`src/core/pisc_pkg.sv`:
```
// shared constants and types for the panel input sync conditioning block
package pisc_pkg;

    // register byte offsets
    localparam logic [11:0] PISC_OFS_TCTL = 12'h400;
    localparam logic [11:0] PISC_OFS_OCTL = 12'h404;
    localparam logic [11:0] PISC_OFS_STAT = 12'h408;

    // reset values
    localparam logic [31:0] PISC_TCTL_RST = 32'h0000_0000;
    localparam logic [31:0] PISC_OCTL_RST = 32'h0000_0000;

    // writable bits: 30, 29, 27 and 7:0
    localparam logic [31:0] PISC_TCTL_MASK = 32'h6800_00FF;
    // writable bits: 26, 24, 23, 22
    localparam logic [31:0] PISC_OCTL_MASK = 32'h05C0_0000;

    // field positions of the timing control word
    localparam int PISC_BIT_FRAME_POL = 30;
    localparam int PISC_BIT_LINE_POL = 29;
    localparam int PISC_BIT_SRC_SEL = 27;
    localparam int PISC_LSB_LEAD = 5;
    localparam int PISC_LSB_TRAIL = 0;

    // leading edge codes above zero skip a one-clock delay
    localparam logic [3:0] PISC_LEAD_SKIP = 4'h1;
    // last position the edge counter reaches
    localparam logic [4:0] PISC_POS_LAST = 5'h1F;

    // bus responses
    localparam logic [1:0] PISC_RESP_OKAY = 2'h0;
    localparam logic [1:0] PISC_RESP_SLVERR = 2'h2;

    // input timing control word
    typedef struct packed {
        logic rsv31;
        logic frame_sync_in_polarity;
        logic line_sync_in_polarity;
        logic rsv28;
        logic line_sync_source_select;
        logic [18:0] rsv26_8;
        logic [2:0] lead_pos;
        logic [4:0] trail_pos;
    } pisc_tctl_s;

    // output timing control word
    typedef struct packed {
        logic [4:0] rsv31_27;
        logic line_out_pol_en;
        logic rsv25;
        logic frame_out_pol_en;
        logic frame_out_pol;
        logic line_out_pol;
        logic [21:0] rsv21_0;
    } pisc_octl_s;

    // synchroniser and filter state of one sync pin
    typedef struct packed {
        logic [2:0] stage;
        logic level;
    } pisc_sync_s;

endpackage

```
`src/core/pisc_panel_input_sync.sv`:
```
// panel input sync conditioning with axi4-lite register access
// Notes on behaviour
// - each sync input is inverted when its polarity bit is one
// - internal logic triggers on rising edge of the conditioned pulse
// - frame polarity bit: 0 idles low pulses high, 1 idles high pulses low
// - line polarity bit: 0 idles low pulses high, 1 idles high pulses low
// - source bit zero passes conditioned line sync straight to output
// - source bit one rebuilds the line pulse from edge position fields
// - generated pulse triggered by input, polarity from separate control bit
// - leading position counted in pixel clocks from conditioned rising edge
// - leading code zero means no delay and is the default
// - leading codes one to seven give delays of two to eight clocks
// - leading field is ignored unless the source bit is set
// - zero or negative programmed length produces no output pulse
// - output frame polarity follows only its own control and enable bits
// - output line polarity follows only its own control and enable bits, and only while the source bit is set
// - timing control register resets to zero and is read/write
// - trailing field delays trailing edge by its value; zero gives no pulse
// - output line polarity acts only while its enable bit is set
//
// Added by the designer: the AXI4-Lite slave port.
module pisc_panel_input_sync
    import pisc_pkg::*;
#(
    parameter int ADDR_W = 12
) (
    input wire logic sys_clk_i, // pixel clock, 125 MHz
    input wire logic sys_rst_i, // synchronous reset, high
    input wire logic [ADDR_W-1:0] s_axi_awaddr, // write address
    input wire logic s_axi_awvalid, // write address valid
    output logic s_axi_awready, // write address ready
    input wire logic [31:0] s_axi_wdata, // write data
    input wire logic [3:0] s_axi_wstrb, // byte enables
    input wire logic s_axi_wvalid, // write data valid
    output logic s_axi_wready, // write data ready
    output logic [1:0] s_axi_bresp, // write response
    output logic s_axi_bvalid, // write response valid
    input wire logic s_axi_bready, // write response ready
    input wire logic [ADDR_W-1:0] s_axi_araddr, // read address
    input wire logic s_axi_arvalid, // read address valid
    output logic s_axi_arready, // read address ready
    output logic [31:0] s_axi_rdata, // read data
    output logic [1:0] s_axi_rresp, // read response
    output logic s_axi_rvalid, // read data valid
    input wire logic s_axi_rready, // read data ready
    input wire logic frame_sync_in_i, // frame sync from source pin
    input wire logic line_sync_in_i, // line sync from source pin
    output logic frame_sync_out_o, // frame sync to panel
    output logic line_pulse_out_o // line pulse to panel
);

    // word-aligned address match
    function automatic logic addr_hit(input logic [ADDR_W-1:0] a, input logic [11:0] ofs);
        addr_hit = ({a[ADDR_W-1:2], 2'b00} == ADDR_W'(ofs));
    endfunction

    // byte-lane merge of a write into a stored word
    function automatic logic [31:0] merge(input logic [31:0] old, input logic [31:0] d,
                                          input logic [3:0] s, input logic [31:0] m);
        logic [31:0] r;
        r = old;
        for (int i = 0; i < 4; i++) begin
            if (s[i]) begin
                r[8*i +: 8] = d[8*i +: 8];
            end
        end
        merge = r & m;
    endfunction

    // leading code to delay in clocks, no code gives one
    function automatic logic [4:0] lead_delay(input logic [2:0] code);
        logic [3:0] d;
        d = (code == 3'h0) ? 4'h0 : ({1'b0, code} + PISC_LEAD_SKIP);
        lead_delay = {1'b0, d};
    endfunction

    // register state
    pisc_tctl_s tctl_reg;
    pisc_octl_s octl_reg;
    pisc_sync_s fsync_reg;
    pisc_sync_s lsync_reg;
    logic lcond_d_reg;
    logic [4:0] cnt_reg;
    logic run_reg;
    logic gen_reg;
    logic frame_out_reg;
    logic line_out_reg;

    // bus state
    logic [ADDR_W-1:0] awaddr_reg;
    logic [31:0] wdata_reg;
    logic [3:0] wstrb_reg;
    logic aw_got_reg;
    logic w_got_reg;
    logic awready_reg;
    logic wready_reg;
    logic bvalid_reg;
    logic [1:0] bresp_reg;
    logic arready_reg;
    logic rvalid_reg;
    logic [31:0] rdata_reg;
    logic [1:0] rresp_reg;

    // handshakes and write decode
    wire aw_hs = s_axi_awvalid & awready_reg;
    wire w_hs = s_axi_wvalid & wready_reg;
    wire wr_fire = aw_got_reg & w_got_reg & ~bvalid_reg;
    wire b_hs = bvalid_reg & s_axi_bready;
    wire ar_hs = s_axi_arvalid & arready_reg;
    wire r_hs = rvalid_reg & s_axi_rready;
    wire wr_tctl = wr_fire & addr_hit(awaddr_reg, PISC_OFS_TCTL);
    wire wr_octl = wr_fire & addr_hit(awaddr_reg, PISC_OFS_OCTL);
    wire wr_ok = wr_tctl | wr_octl;

    // read decode; status is read-only
    wire rd_tctl = addr_hit(s_axi_araddr, PISC_OFS_TCTL);
    wire rd_octl = addr_hit(s_axi_araddr, PISC_OFS_OCTL);
    wire rd_stat = addr_hit(s_axi_araddr, PISC_OFS_STAT);
    wire rd_ok = rd_tctl | rd_octl | rd_stat;
    wire [31:0] stat_word = {27'h0, line_out_reg, gen_reg, run_reg, lsync_reg.level, fsync_reg.level};
    wire [31:0] rd_word = rd_tctl ? 32'(tctl_reg) :
                          rd_octl ? 32'(octl_reg) :
                          rd_stat ? stat_word : 32'h0000_0000;

    wire fcond = fsync_reg.level ^ tctl_reg.frame_sync_in_polarity;
    wire lcond = lsync_reg.level ^ tctl_reg.line_sync_in_polarity;

    // edge found on the pixel clock
    wire ledge = lcond & ~lcond_d_reg;

    // lead field used only in generated mode
    wire [4:0] lead_dly = tctl_reg.line_sync_source_select ? lead_delay(tctl_reg.lead_pos) : 5'h00;
    wire [4:0] trail = tctl_reg.trail_pos;
    // position zero is the detect cycle
    wire [4:0] pos = ledge ? 5'h00 : cnt_reg;
    wire active = ledge | run_reg;
    // empty or inverted window gives nothing
    wire win_ok = (trail != 5'h00) & (trail > lead_dly);
    wire gen_next = active & win_ok & (pos >= lead_dly) & (pos < trail);

    wire line_inv = octl_reg.line_out_pol_en & octl_reg.line_out_pol;
    // output frame inversion, own bits only
    wire frame_inv = octl_reg.frame_out_pol_en & octl_reg.frame_out_pol;
    wire line_out_next = tctl_reg.line_sync_source_select ? (gen_next ^ line_inv) : lcond;
    wire frame_out_next = fcond ^ frame_inv;

    // pin synchronisers: stage 0 feeds only stage 1
    always_ff @(posedge sys_clk_i) begin
        if (sys_rst_i) begin
            fsync_reg <= '0;
            lsync_reg <= '0;
        end else begin
            fsync_reg.stage <= {fsync_reg.stage[1:0], frame_sync_in_i};
            lsync_reg.stage <= {lsync_reg.stage[1:0], line_sync_in_i};
            // level moves only once stages one and two agree
            if (fsync_reg.stage[1] == fsync_reg.stage[2]) begin
                fsync_reg.level <= fsync_reg.stage[2];
            end
            if (lsync_reg.stage[1] == lsync_reg.stage[2]) begin
                lsync_reg.level <= lsync_reg.stage[2];
            end
        end
    end

    // edge detect history
    always_ff @(posedge sys_clk_i) begin
        if (sys_rst_i) begin
            lcond_d_reg <= 1'b0;
        end else begin
            lcond_d_reg <= lcond;
        end
    end

    // position counter, restarts on every edge
    always_ff @(posedge sys_clk_i) begin
        if (sys_rst_i) begin
            cnt_reg <= 5'h00;
            run_reg <= 1'b0;
        end else if (ledge) begin
            cnt_reg <= 5'h01;
            run_reg <= 1'b1;
        end else if (run_reg) begin
            // stop at the last position the trailing field can reach
            if (cnt_reg == PISC_POS_LAST) begin
                run_reg <= 1'b0;
            end else begin
                cnt_reg <= cnt_reg + 5'h01;
            end
        end
    end

    // output flops, so pins never glitch on mode changes
    always_ff @(posedge sys_clk_i) begin
        if (sys_rst_i) begin
            gen_reg <= 1'b0;
            line_out_reg <= 1'b0;
            frame_out_reg <= 1'b0;
        end else begin
            gen_reg <= gen_next;
            line_out_reg <= line_out_next;
            frame_out_reg <= frame_out_next;
        end
    end

    // control registers reset to zero, read/write
    always_ff @(posedge sys_clk_i) begin
        if (sys_rst_i) begin
            tctl_reg <= pisc_tctl_s'(PISC_TCTL_RST);
            octl_reg <= pisc_octl_s'(PISC_OCTL_RST);
        end else begin
            if (wr_tctl) begin
                tctl_reg <= pisc_tctl_s'(merge(32'(tctl_reg), wdata_reg, wstrb_reg, PISC_TCTL_MASK));
            end
            if (wr_octl) begin
                octl_reg <= pisc_octl_s'(merge(32'(octl_reg), wdata_reg, wstrb_reg, PISC_OCTL_MASK));
            end
        end
    end

    // write address and data capture, either order
    always_ff @(posedge sys_clk_i) begin
        if (sys_rst_i) begin
            awaddr_reg <= '0;
            wdata_reg <= 32'h0000_0000;
            wstrb_reg <= 4'h0;
        end else begin
            if (aw_hs) begin
                awaddr_reg <= s_axi_awaddr;
            end
            if (w_hs) begin
                wdata_reg <= s_axi_wdata;
                wstrb_reg <= s_axi_wstrb;
            end
        end
    end

    // write channel flags; readies stay low until the response is taken
    always_ff @(posedge sys_clk_i) begin
        if (sys_rst_i) begin
            aw_got_reg <= 1'b0;
            w_got_reg <= 1'b0;
            awready_reg <= 1'b0;
            wready_reg <= 1'b0;
        end else begin
            if (aw_hs) begin
                aw_got_reg <= 1'b1;
                awready_reg <= 1'b0;
            end else if (wr_fire) begin
                aw_got_reg <= 1'b0;
            end else if (b_hs | (~aw_got_reg & ~bvalid_reg)) begin
                awready_reg <= 1'b1;
            end
            if (w_hs) begin
                w_got_reg <= 1'b1;
                wready_reg <= 1'b0;
            end else if (wr_fire) begin
                w_got_reg <= 1'b0;
            end else if (b_hs | (~w_got_reg & ~bvalid_reg)) begin
                wready_reg <= 1'b1;
            end
        end
    end

    // write response, error for unmapped or read-only words
    always_ff @(posedge sys_clk_i) begin
        if (sys_rst_i) begin
            bvalid_reg <= 1'b0;
            bresp_reg <= PISC_RESP_OKAY;
        end else if (wr_fire) begin
            bvalid_reg <= 1'b1;
            bresp_reg <= wr_ok ? PISC_RESP_OKAY : PISC_RESP_SLVERR;
        end else if (b_hs) begin
            bvalid_reg <= 1'b0;
        end
    end

    // read channel, one read outstanding
    always_ff @(posedge sys_clk_i) begin
        if (sys_rst_i) begin
            arready_reg <= 1'b0;
            rvalid_reg <= 1'b0;
            rdata_reg <= 32'h0000_0000;
            rresp_reg <= PISC_RESP_OKAY;
        end else if (ar_hs) begin
            arready_reg <= 1'b0;
            rvalid_reg <= 1'b1;
            rdata_reg <= rd_word;
            rresp_reg <= rd_ok ? PISC_RESP_OKAY : PISC_RESP_SLVERR;
        end else if (r_hs) begin
            rvalid_reg <= 1'b0;
            arready_reg <= 1'b1;
        end else if (~rvalid_reg) begin
            arready_reg <= 1'b1;
        end
    end

    // port drive, all from flops
    assign s_axi_awready = awready_reg;
    assign s_axi_wready = wready_reg;
    assign s_axi_bvalid = bvalid_reg;
    assign s_axi_bresp = bresp_reg;
    assign s_axi_arready = arready_reg;
    assign s_axi_rvalid = rvalid_reg;
    assign s_axi_rdata = rdata_reg;
    assign s_axi_rresp = rresp_reg;
    assign frame_sync_out_o = frame_out_reg;
    assign line_pulse_out_o = line_out_reg;

endmodule

```
`config.mk`:
```
export PLATFORM = sky130hd
export DESIGN_NAME = pisc_panel_input_sync
export DESIGN_NICKNAME = d
export VERILOG_FILES = /design/src/core/pisc_pkg.sv /design/src/core/pisc_panel_input_sync.sv
export SDC_FILE = /design/constraint.sdc
export NUM_CORES = 1
export LEC_CHECK = 0
export ABC_AREA = 1
export BUFFER_PORTS_ARGS = -buffer_cell sky130_fd_sc_hd__buf_2
export CORE_ASPECT_RATIO = 2
export CORE_UTILIZATION = 35
export CTS_CLUSTER_SIZE = 16
export DETAILED_ROUTE_END_ITERATION = 6
export PLACE_DENSITY = 0.55
export SLEW_MARGIN = 20
export SYNTH_ARGS = -nofsm -noshare
export SYNTH_HDL_FRONTEND = slang
export SYNTH_SLANG_ARGS = --single-unit
```
`constraint.sdc`:
```
create_clock -name sys_clk_i -period 4.75 [get_ports sys_clk_i]
set_clock_uncertainty 0.1 [all_clocks]
set_input_delay 1.425 -clock sys_clk_i [delete_from_list [all_inputs] [get_ports sys_clk_i]]
set_output_delay 1.425 -clock sys_clk_i [all_outputs]
set_load 0.02 [all_outputs]
```
==> impl_metrics.yaml, run 1 <==
timing:
  setup_ws_post_layout_ns: 2.06
  hold_slack_ns: 0.301
  fin_crit_sh_pct: 56.6
  rsz0062_at_grt: "no"
  maxSlewViolCount: 0
  tightestPinTransition_ns: 0.824
  max_freq_mhz: 372
  setup_tns_ns: 0
  setup_violations: 0
  relSlewSlack_pct: 44.8
  timing.final.hold_violations: 0
  timing.final.crit_period_ns: 2.69
placement:
  dpl_worst_slack_ns: 1.68
  place.detailed.instances: 693
  gp_congestion: 0.861
  placement.io_buffers: 70
  hpwlAfterDp_um: 6710
clock_network:
  cts_setup_buffers: 0
  cts.repair.resized: 0
  path_clk_slew_ns: 0.06
  clock_insertion_delay_worst_skew_ns: 0.34
  cts_hold_repair.buffers: 0
  tritoncts_clock_tree: "yes"
  clock_sink_count: 85
  clock_path_buffers: 2
  numCtsBuffers: 9
  clock_tree.root_cell: "sky130_fd_sc_hd__clkbuf_16"
  htree_num_levels: 3
power:
  p_per_area_mw_per_mm2: 339
  leakage_component_of_the_power_uw: 0.00201
  vdd_drop_max_mv: 0.219
logic_synthesis:
  synth-adder-area-share_pct: 5.26
  syn-instance-count: 499
  synth_xor_area_share_pct: 0.691
  seq_area_frac_synth_pct: 44.8
  synth_mux_area_share_pct: 0
  post_synth_instance_area_mm2: 0.00380
  yosysWarningCount: 0
  synthArstFlopShare_pct: 0
  synth-compound-area-share_pct: 15.0
  synthesis.area_per_instance_um2: 7.62
  combinational_family_with_the_most_area_after_synthesis: "simple AND/OR/NAND/NOR gates"
  synth_enable_flop_cells: 0
  yosysUniqueCellTypes: 34
  flip_flop_and_latch_count_after_synthesis: 85
  synth_simple_gate_area_share_pct: 21.8
  synth_ff_type: "sky130_fd_sc_hd__dfxtp_1"
final_layout:
  antenna_cells_inserted: 0
  final_nets: 652
  most_frequent_standard_cell_in_the_layout_excluding_fill_and_tap_cells: "sky130_fd_sc_hd__nor2_1"
  share_of_final_layout_standard_cells_stronger_than_drive_strength_1_pct: 19.8
  mostFrequentLayoutCells: "88 x sky130_fd_sc_hd__nor2_1, 85 x sky130_fd_sc_hd__dfxtp_1, 70 x sky130_fd_sc_hd__buf_2, 65 x sky130_fd_sc_hd__inv_1, 62 x sky130_fd_sc_hd__nand2_1"
  layoutNonFillerInstCount: 708
  p_r_area_growth_vs_syn_pct: 17.5
floorplanning:
  die_area_mm2: 0.0113
  die_height_um: 149
  floorplan.initialDensity_pct: 36.1
  fp.coreArea_mm2: 0.0105
  row_count: 53
  floorplan.die.width_um: 75.7
  ioPinCount: 112
route:
  postRouteWirelength_um: 8460
  vias_per_std_cell: 4.56
  drc_errors: 0
  antenna_left: 0
  wl_per_cell_um: 12.0
  drt-initial-drc-count: 96
  detail_route.first_pass.iterations: 4
  routed-via-count: 3228
setup_path:
  cp-start-kind: "input port"
  worst_setup_path_end_kind: "flip-flop"
  critical_path.slowest_cell: "sky130_fd_sc_hd__buf_4"
  path_class: "input port to flip-flop"
  crit_arrival_ns: 2.84
  crit_path_max_incr_delay_ns: 0.39
  crit_chain: "buf_2 -> inv_1 -> buf_4 -> nand2_1 -> nor3_1"
  worst-endpoint-required_ns: 4.90
  worst-path-max-fanout: 36
grt:
  grt_start_max_net_pins: 37
  grt-ovfl-total: 0
  grt_pass1_vias: 3139
  grt_first_pass_wirelength_um: 14200
  grt_antenna_before_repair: 0
  overall_fraction_of_global_route_tracks_in_use_pct: 16.9
min_path:
  hold_path.class: "flip-flop to flip-flop"
run_status:
  status: "completed"
run:
  cap_violations: 0
-- synth_stat cells (2+ instances only) --
| library cell | count | share of area, % |
|---|---|---|
| sky130_fd_sc_hd__a21oi_2 | 3 | 0.69 |
| sky130_fd_sc_hd__o21ai_0 | 57 | 7.5 |
| sky130_fd_sc_hd__buf_4 | 19 | 3.8 |
| sky130_fd_sc_hd__clkbuf_1 | 8 | 0.79 |
| sky130_fd_sc_hd__nor3_2 | 2 | 0.53 |
| sky130_fd_sc_hd__dfxtp_1 | 85 | 45 |
| sky130_fd_sc_hd__nand4_1 | 4 | 0.66 |
| sky130_fd_sc_hd__o21ai_2 | 2 | 0.46 |
| sky130_fd_sc_hd__clkinv_1 | 2 | 0.20 |
| sky130_fd_sc_hd__nand3_2 | 2 | 0.53 |
| sky130_fd_sc_hd__a32o_1 | 2 | 0.53 |
| sky130_fd_sc_hd__xor2_1 | 3 | 0.69 |
| sky130_fd_sc_hd__nand2_1 | 62 | 6.1 |
| sky130_fd_sc_hd__buf_2 | 4 | 0.53 |
| sky130_fd_sc_hd__nand3_1 | 10 | 1.3 |
| sky130_fd_sc_hd__nand2_2 | 5 | 0.82 |
| sky130_fd_sc_hd__inv_2 | 3 | 0.30 |
| sky130_fd_sc_hd__o221ai_1 | 5 | 1.2 |
| sky130_fd_sc_hd__a21oi_1 | 31 | 4.1 |
| sky130_fd_sc_hd__inv_1 | 65 | 6.4 |
| sky130_fd_sc_hd__nand2_4 | 3 | 0.89 |
| sky130_fd_sc_hd__nor2_2 | 4 | 0.66 |
| sky130_fd_sc_hd__nor3_1 | 4 | 0.53 |
| sky130_fd_sc_hd__ha_1 | 16 | 5.3 |
| sky130_fd_sc_hd__nor2_1 | 88 | 8.7 |
| sky130_fd_sc_hd__a211oi_1 | 2 | 0.39 |
-- cell type report --
class	count	area [um^2]
Clock buffer	11	243
Clock inverter	4	25.0
Fill cell	1106	6080
Inverter	70	263
Multi-Input combinational cell	329	1700
Sequential cell	85	1700
Tap cell	137	171
Timing Repair Buffer	72	365
-- layer usage --
metal  track usage (%)  part of all wire (%)  up-vias
met5                 0                     0        -
met4              8.98                   3.3        0
met3              3.31                   3.4       19
met2              31.2                    56       78
met1              16.8                    38     1446
li1                  -                     -     1685
-- logic make-up (layout without fill, tap and decap cells) --
| logic type | after synthesis | after routing |
|---|---|---|
| DFF | 85 | 85 |
| other | 1 | 19 |
| and+or+nand+nor | 188 | 188 |
| AOI/OAI and AO/OA | 103 | 103 |
| xor gates and xnor gates | 3 | 3 |
| buffers and inverters | 103 | 157 |
| adders and majority gates | 16 | 16 |
-- metrics by stage --
stage          utilization [%]  total power (uW)  cell area (um^2)
3_3_place_gp              39.8               892              4200
5_1_grt                   42.4              1580              4470
6_report                  42.4              1510              4470
2_1_floorplan                -               865              3870
3_5_place_dp              39.8               895              4200
4_1_cts                   42.4              1530              4470
-- final timing paths --
path | startpoint | endpoint | slack, ns | cells past startpoint
max | sys_rst_i | cnt_reg[3] | 2.06 | 5
min | fsync_reg[1] | fsync_reg[2] | 0.30 | 2
max reg2reg | tctl_reg[5] | line_pulse_out_o | 2.24 | 16
min reg2reg | fsync_reg[1] | fsync_reg[2] | 0.30 | 2
-- power by group --
part	total, uW	switching (uW)	internal [uW]
Combinational	122	78.5	43.3
Clock	635	272	364
Sequential	755	14.6	741
Total	1510	365	1150
-- worst max-delay path, delay by kind of cell --
kind,cells,cell delay [ns]
buf+inv,3,0.99
simple gates,2,0.39
No activity file was read; power rests on OpenSTA's default activity.
==> run 2, diff against run 1 <==
- ABC_AREA: 1 -> 0
- clock period: 4.75 -> 2.6 ns (I/O delays scaled with it)
==> impl_metrics.yaml, run 2 <==
run_status:
  status: "completed"
floorplanning:
  row_count: 52
  die_area_mm2: 0.0108
  die_height_um: 146
  fp.coreArea_mm2: 0.0101
  floorplan.die.width_um: 74.1
  ioPinCount: 112
  floorplan.initialDensity_pct: 36.0
setup_path:
  critical_path.slowest_cell: "sky130_fd_sc_hd__dfxtp_2"
  crit_arrival_ns: 2.60
  cp-start-kind: "flip-flop"
  timing.critical_path.max_delay_family: "compound AO/OA/AOI/OAI gates"
  crit_path_max_incr_delay_ns: 0.37
  setup_slack_on_the_worst_flop_to_flop_path_ns: 0.15
  r2r-start: "tctl_reg[6]"
  worst_setup_path_end_kind: "flip-flop"
  worst-path-max-fanout: 5
  path_class: "flip-flop to flip-flop"
  rr_worst_depth: 10
  crit-reg2reg-capture: "line_pulse_out_o"
  worst-endpoint-required_ns: 2.75
  crit_chain: "inv_1 -> ha_1 -> nor3b_1 -> o21ai_1 -> ha_1 -> a21oi_1 -> o21ai_1 -> a221o_1 -> a31o_1 -> a311oi_2"
  timing.critical_path.buf_inv: 1
power:
  switching_part_of_the_total_power_pct: 25.1
  vdd_drop_max_mv: 0.428
  seq_power_share_pct: 49.0
  switchingPower_uw: 694
  p_per_area_mw_per_mm2: 628
  internal_power_uw: 2070
  part_of_the_power_in_the_clock_network_pct: 44.6
  leakage_component_of_the_power_uw: 0.00185
  power.combinational.fraction_pct: 6.4
logic_synthesis:
  post_synth_instance_area_mm2: 0.00363
  synthesis.area_per_instance_um2: 8.72
  synth-compound-area-share_pct: 13.7
  synth_enable_flop_cells: 0
  combinational_family_with_the_most_area_after_synthesis: "simple AND/OR/NAND/NOR gates"
  seq_area_frac_synth_pct: 46.8
  post-synth-top-count-cell: "sky130_fd_sc_hd__dfxtp_1"
  synth.top_cells.by_area: "sky130_fd_sc_hd__dfxtp_1 47%, sky130_fd_sc_hd__nand2_1 7.5%, sky130_fd_sc_hd__a21oi_1 5.8%"
  synth_mux_area_share_pct: 4.68
  synth-adder-area-share_pct: 5.51
  yosysUniqueCellTypes: 41
  synth_common_cells: "85 x sky130_fd_sc_hd__dfxtp_1, 73 x sky130_fd_sc_hd__nand2_1, 42 x sky130_fd_sc_hd__a21oi_1, 37 x sky130_fd_sc_hd__nor2_1, 19 x sky130_fd_sc_hd__buf_4"
  post-synth-top-area-cell: "sky130_fd_sc_hd__dfxtp_1"
  yosysWarningCount: 0
  yosys.area.top_type_share_pct: 46.8
  syn-instance-count: 417
  synth_simple_gate_area_share_pct: 20.0
  synth_ff_type: "sky130_fd_sc_hd__dfxtp_1"
  synthArstFlopShare_pct: 0
  synth_xor_area_share_pct: 1.89
  flip_flop_and_latch_count_after_synthesis: 85
timing:
  maxSlewViolCount: 0
  fin_crit_sh_pct: 94.3
  max_freq_mhz: 408
  timing.final.hold_violations: 0
  setup_tns_ns: 0
  tightestPinTransition_ns: 0.651
  setup_violations: 0
  rsz0062_at_grt: "no"
  relSlewSlack_pct: 56.5
  timing.final.crit_period_ns: 2.45
grt:
  grt_antenna_before_repair: 0
  globalRouteMet2Util_pct: 29.4
  met1_usage_pct: 16.2
  grt_start_max_net_pins: 42
  grt_first_pass_wirelength_um: 13300
  groute.layer.met3.usage_pct: 3.52
  gr-max-usage-layer: "met2"
  grt_pass1_vias: 2918
  grt-ovfl-total: 0
  overall_fraction_of_global_route_tracks_in_use_pct: 16.0
route:
  vias_per_std_cell: 4.68
  routed-via-count: 2960
  postRouteWirelength_um: 7920
  drc_errors: 0
  wl_per_cell_um: 12.5
  antenna_left: 0
  drt-initial-drc-count: 108
  detail_route.first_pass.iterations: 6
clock_network:
  htree_num_levels: 3
  clock_path_buffers: 2
  tritoncts_clock_tree: "yes"
  path_clk_slew_ns: 0.07
  clock_insertion_delay_worst_skew_ns: 0.33
  numCtsBuffers: 9
  clock_sink_count: 85
  clock_tree.root_cell: "sky130_fd_sc_hd__clkbuf_16"
  cts_hold_repair.buffers: 0
final_layout:
  share_of_final_layout_standard_cells_stronger_than_drive_strength_1_pct: 21.9
  n_fill_cell: 1037
  layoutNonFillerInstCount: 632
  most_frequent_standard_cell_in_the_layout_excluding_fill_and_tap_cells: "sky130_fd_sc_hd__dfxtp_1"
  p_r_area_growth_vs_syn_pct: 21.1
  antenna_cells_inserted: 0
  mostFrequentLayoutCells: "83 x sky130_fd_sc_hd__dfxtp_1, 73 x sky130_fd_sc_hd__nand2_1, 70 x sky130_fd_sc_hd__buf_2, 42 x sky130_fd_sc_hd__a21oi_1, 37 x sky130_fd_sc_hd__nor2_1"
  final_nets: 577
placement:
  place.detailed.instances: 615
  hpwlAfterDp_um: 6190
  gp_congestion: 0.806
  placement.io_buffers: 70
min_path:
  holdPathEnd: "fsync_reg[2]"
  timing.hold.worst_path_depth: 1
  min-delay-start: "fsync_reg[1]"
  hold_path.class: "flip-flop to flip-flop"
run:
  cap_violations: 0
## run 2: cell count changes in the layout (fill, tap and decap cells not counted), moves of 17 or more
| cell | before | now |
|---|---|---|
| sky130_fd_sc_hd__mux2i_1 | 0 | 17 |
| sky130_fd_sc_hd__o21ai_0 | 57 | 13 |
| sky130_fd_sc_hd__nor2_1 | 88 | 37 |
| sky130_fd_sc_hd__inv_1 | 65 | 14 |
## run 2: layout make-up
cell class	count	area (um^2)	share of cell area, %
Tap cell	135	169	3.84
Clock inverter	7	66.3	1.51
Multi-Input combinational cell	299	1740	39.5
Clock buffer	9	225	5.12
Sequential cell	85	1700	38.7
Inverter	14	52.6	1.19
Timing Repair Buffer	83	448	10.2
## run 2: power by group through the flow
stage / Combinational (uW) / Sequential, uW / Clock [uW]
2_1_floorplan: 125 / 1390 / 0
3_3_place_gp: 176 / 1390 / 0
3_5_place_dp: 178 / 1390 / 0
4_1_cts: 178 / 1360 / 1270
5_1_grt: 198 / 1360 / 1340
6_report: 176 / 1360 / 1230
## run 2: timing repair
| item | 4_1_cts | 5_1_grt |
|---|---|---|
| setup endpoints to repair | 1 | 1 |
| resized for setup | 1 | 3 |
| pin swaps | 0 | 3 |
| setup buffers | 0 | 1 |
## run 2: routing by layer
layer	share of wire [%]	up-vias	wire (um)
li1	-	1528	-
met1	38	1343	3030
met2	56	73	4410
met3	3.2	16	253
met4	2.8	0	224
met5	0	-	0
## run 2: kinds of logic after synthesis
kind of cell / after synthesis
and+or+nand+nor: 158
DFF: 85
AOI/OAI and AO/OA: 82
buffers and inverters: 51
muxes: 17
adders and majority gates: 16
xor gates and xnor gates: 7
other: 1
## run 2: worst register-to-register path, stage by stage (launching register included)
cell and delay [ns]:
sky130_fd_sc_hd__dfxtp_2 0.37, sky130_fd_sc_hd__inv_1 0.06, sky130_fd_sc_hd__ha_1 0.19, sky130_fd_sc_hd__nor3b_1 0.18, sky130_fd_sc_hd__o21ai_1 0.13, sky130_fd_sc_hd__ha_1 0.33, sky130_fd_sc_hd__a21oi_1 0.12, sky130_fd_sc_hd__o21ai_1 0.09
sky130_fd_sc_hd__a221o_1 0.34, sky130_fd_sc_hd__a31o_1 0.23, sky130_fd_sc_hd__a311oi_2 0.22
## run 2: how the worst max path moves through the flow
stage | start | end | slack (ns) | cells past startpoint
finish | tctl_reg[6] | line_pulse_out_o | 0.15 | 10
global placement | tctl_reg[6] | line_pulse_out_o | 0.09 | 10
global route | tctl_reg[6] | line_pulse_out_o | 0.009 | 10
CTS | tctl_reg[5] | line_pulse_out_o | 0.02 | 10
detailed placement | tctl_reg[6] | line_pulse_out_o | 0.04 | 10
floorplan | tctl_reg[5] | line_pulse_out_o | 0.25 | 10
## run 2: through the flow
step	setup slack [ns]	cell area (um^2)	power (uW)	hold slack [ns]	util, %
2_1_floorplan	0.247	3700	1520	0.314	-
3_3_place_gp	0.0867	4100	1560	0.320	40.7
3_5_place_dp	0.0375	4100	1560	0.335	40.7
4_1_cts	0.0165	4390	2810	0.350	43.6
5_1_grt	0.00863	4400	2890	0.360	43.6
6_report	0.147	4400	2770	0.345	43.6
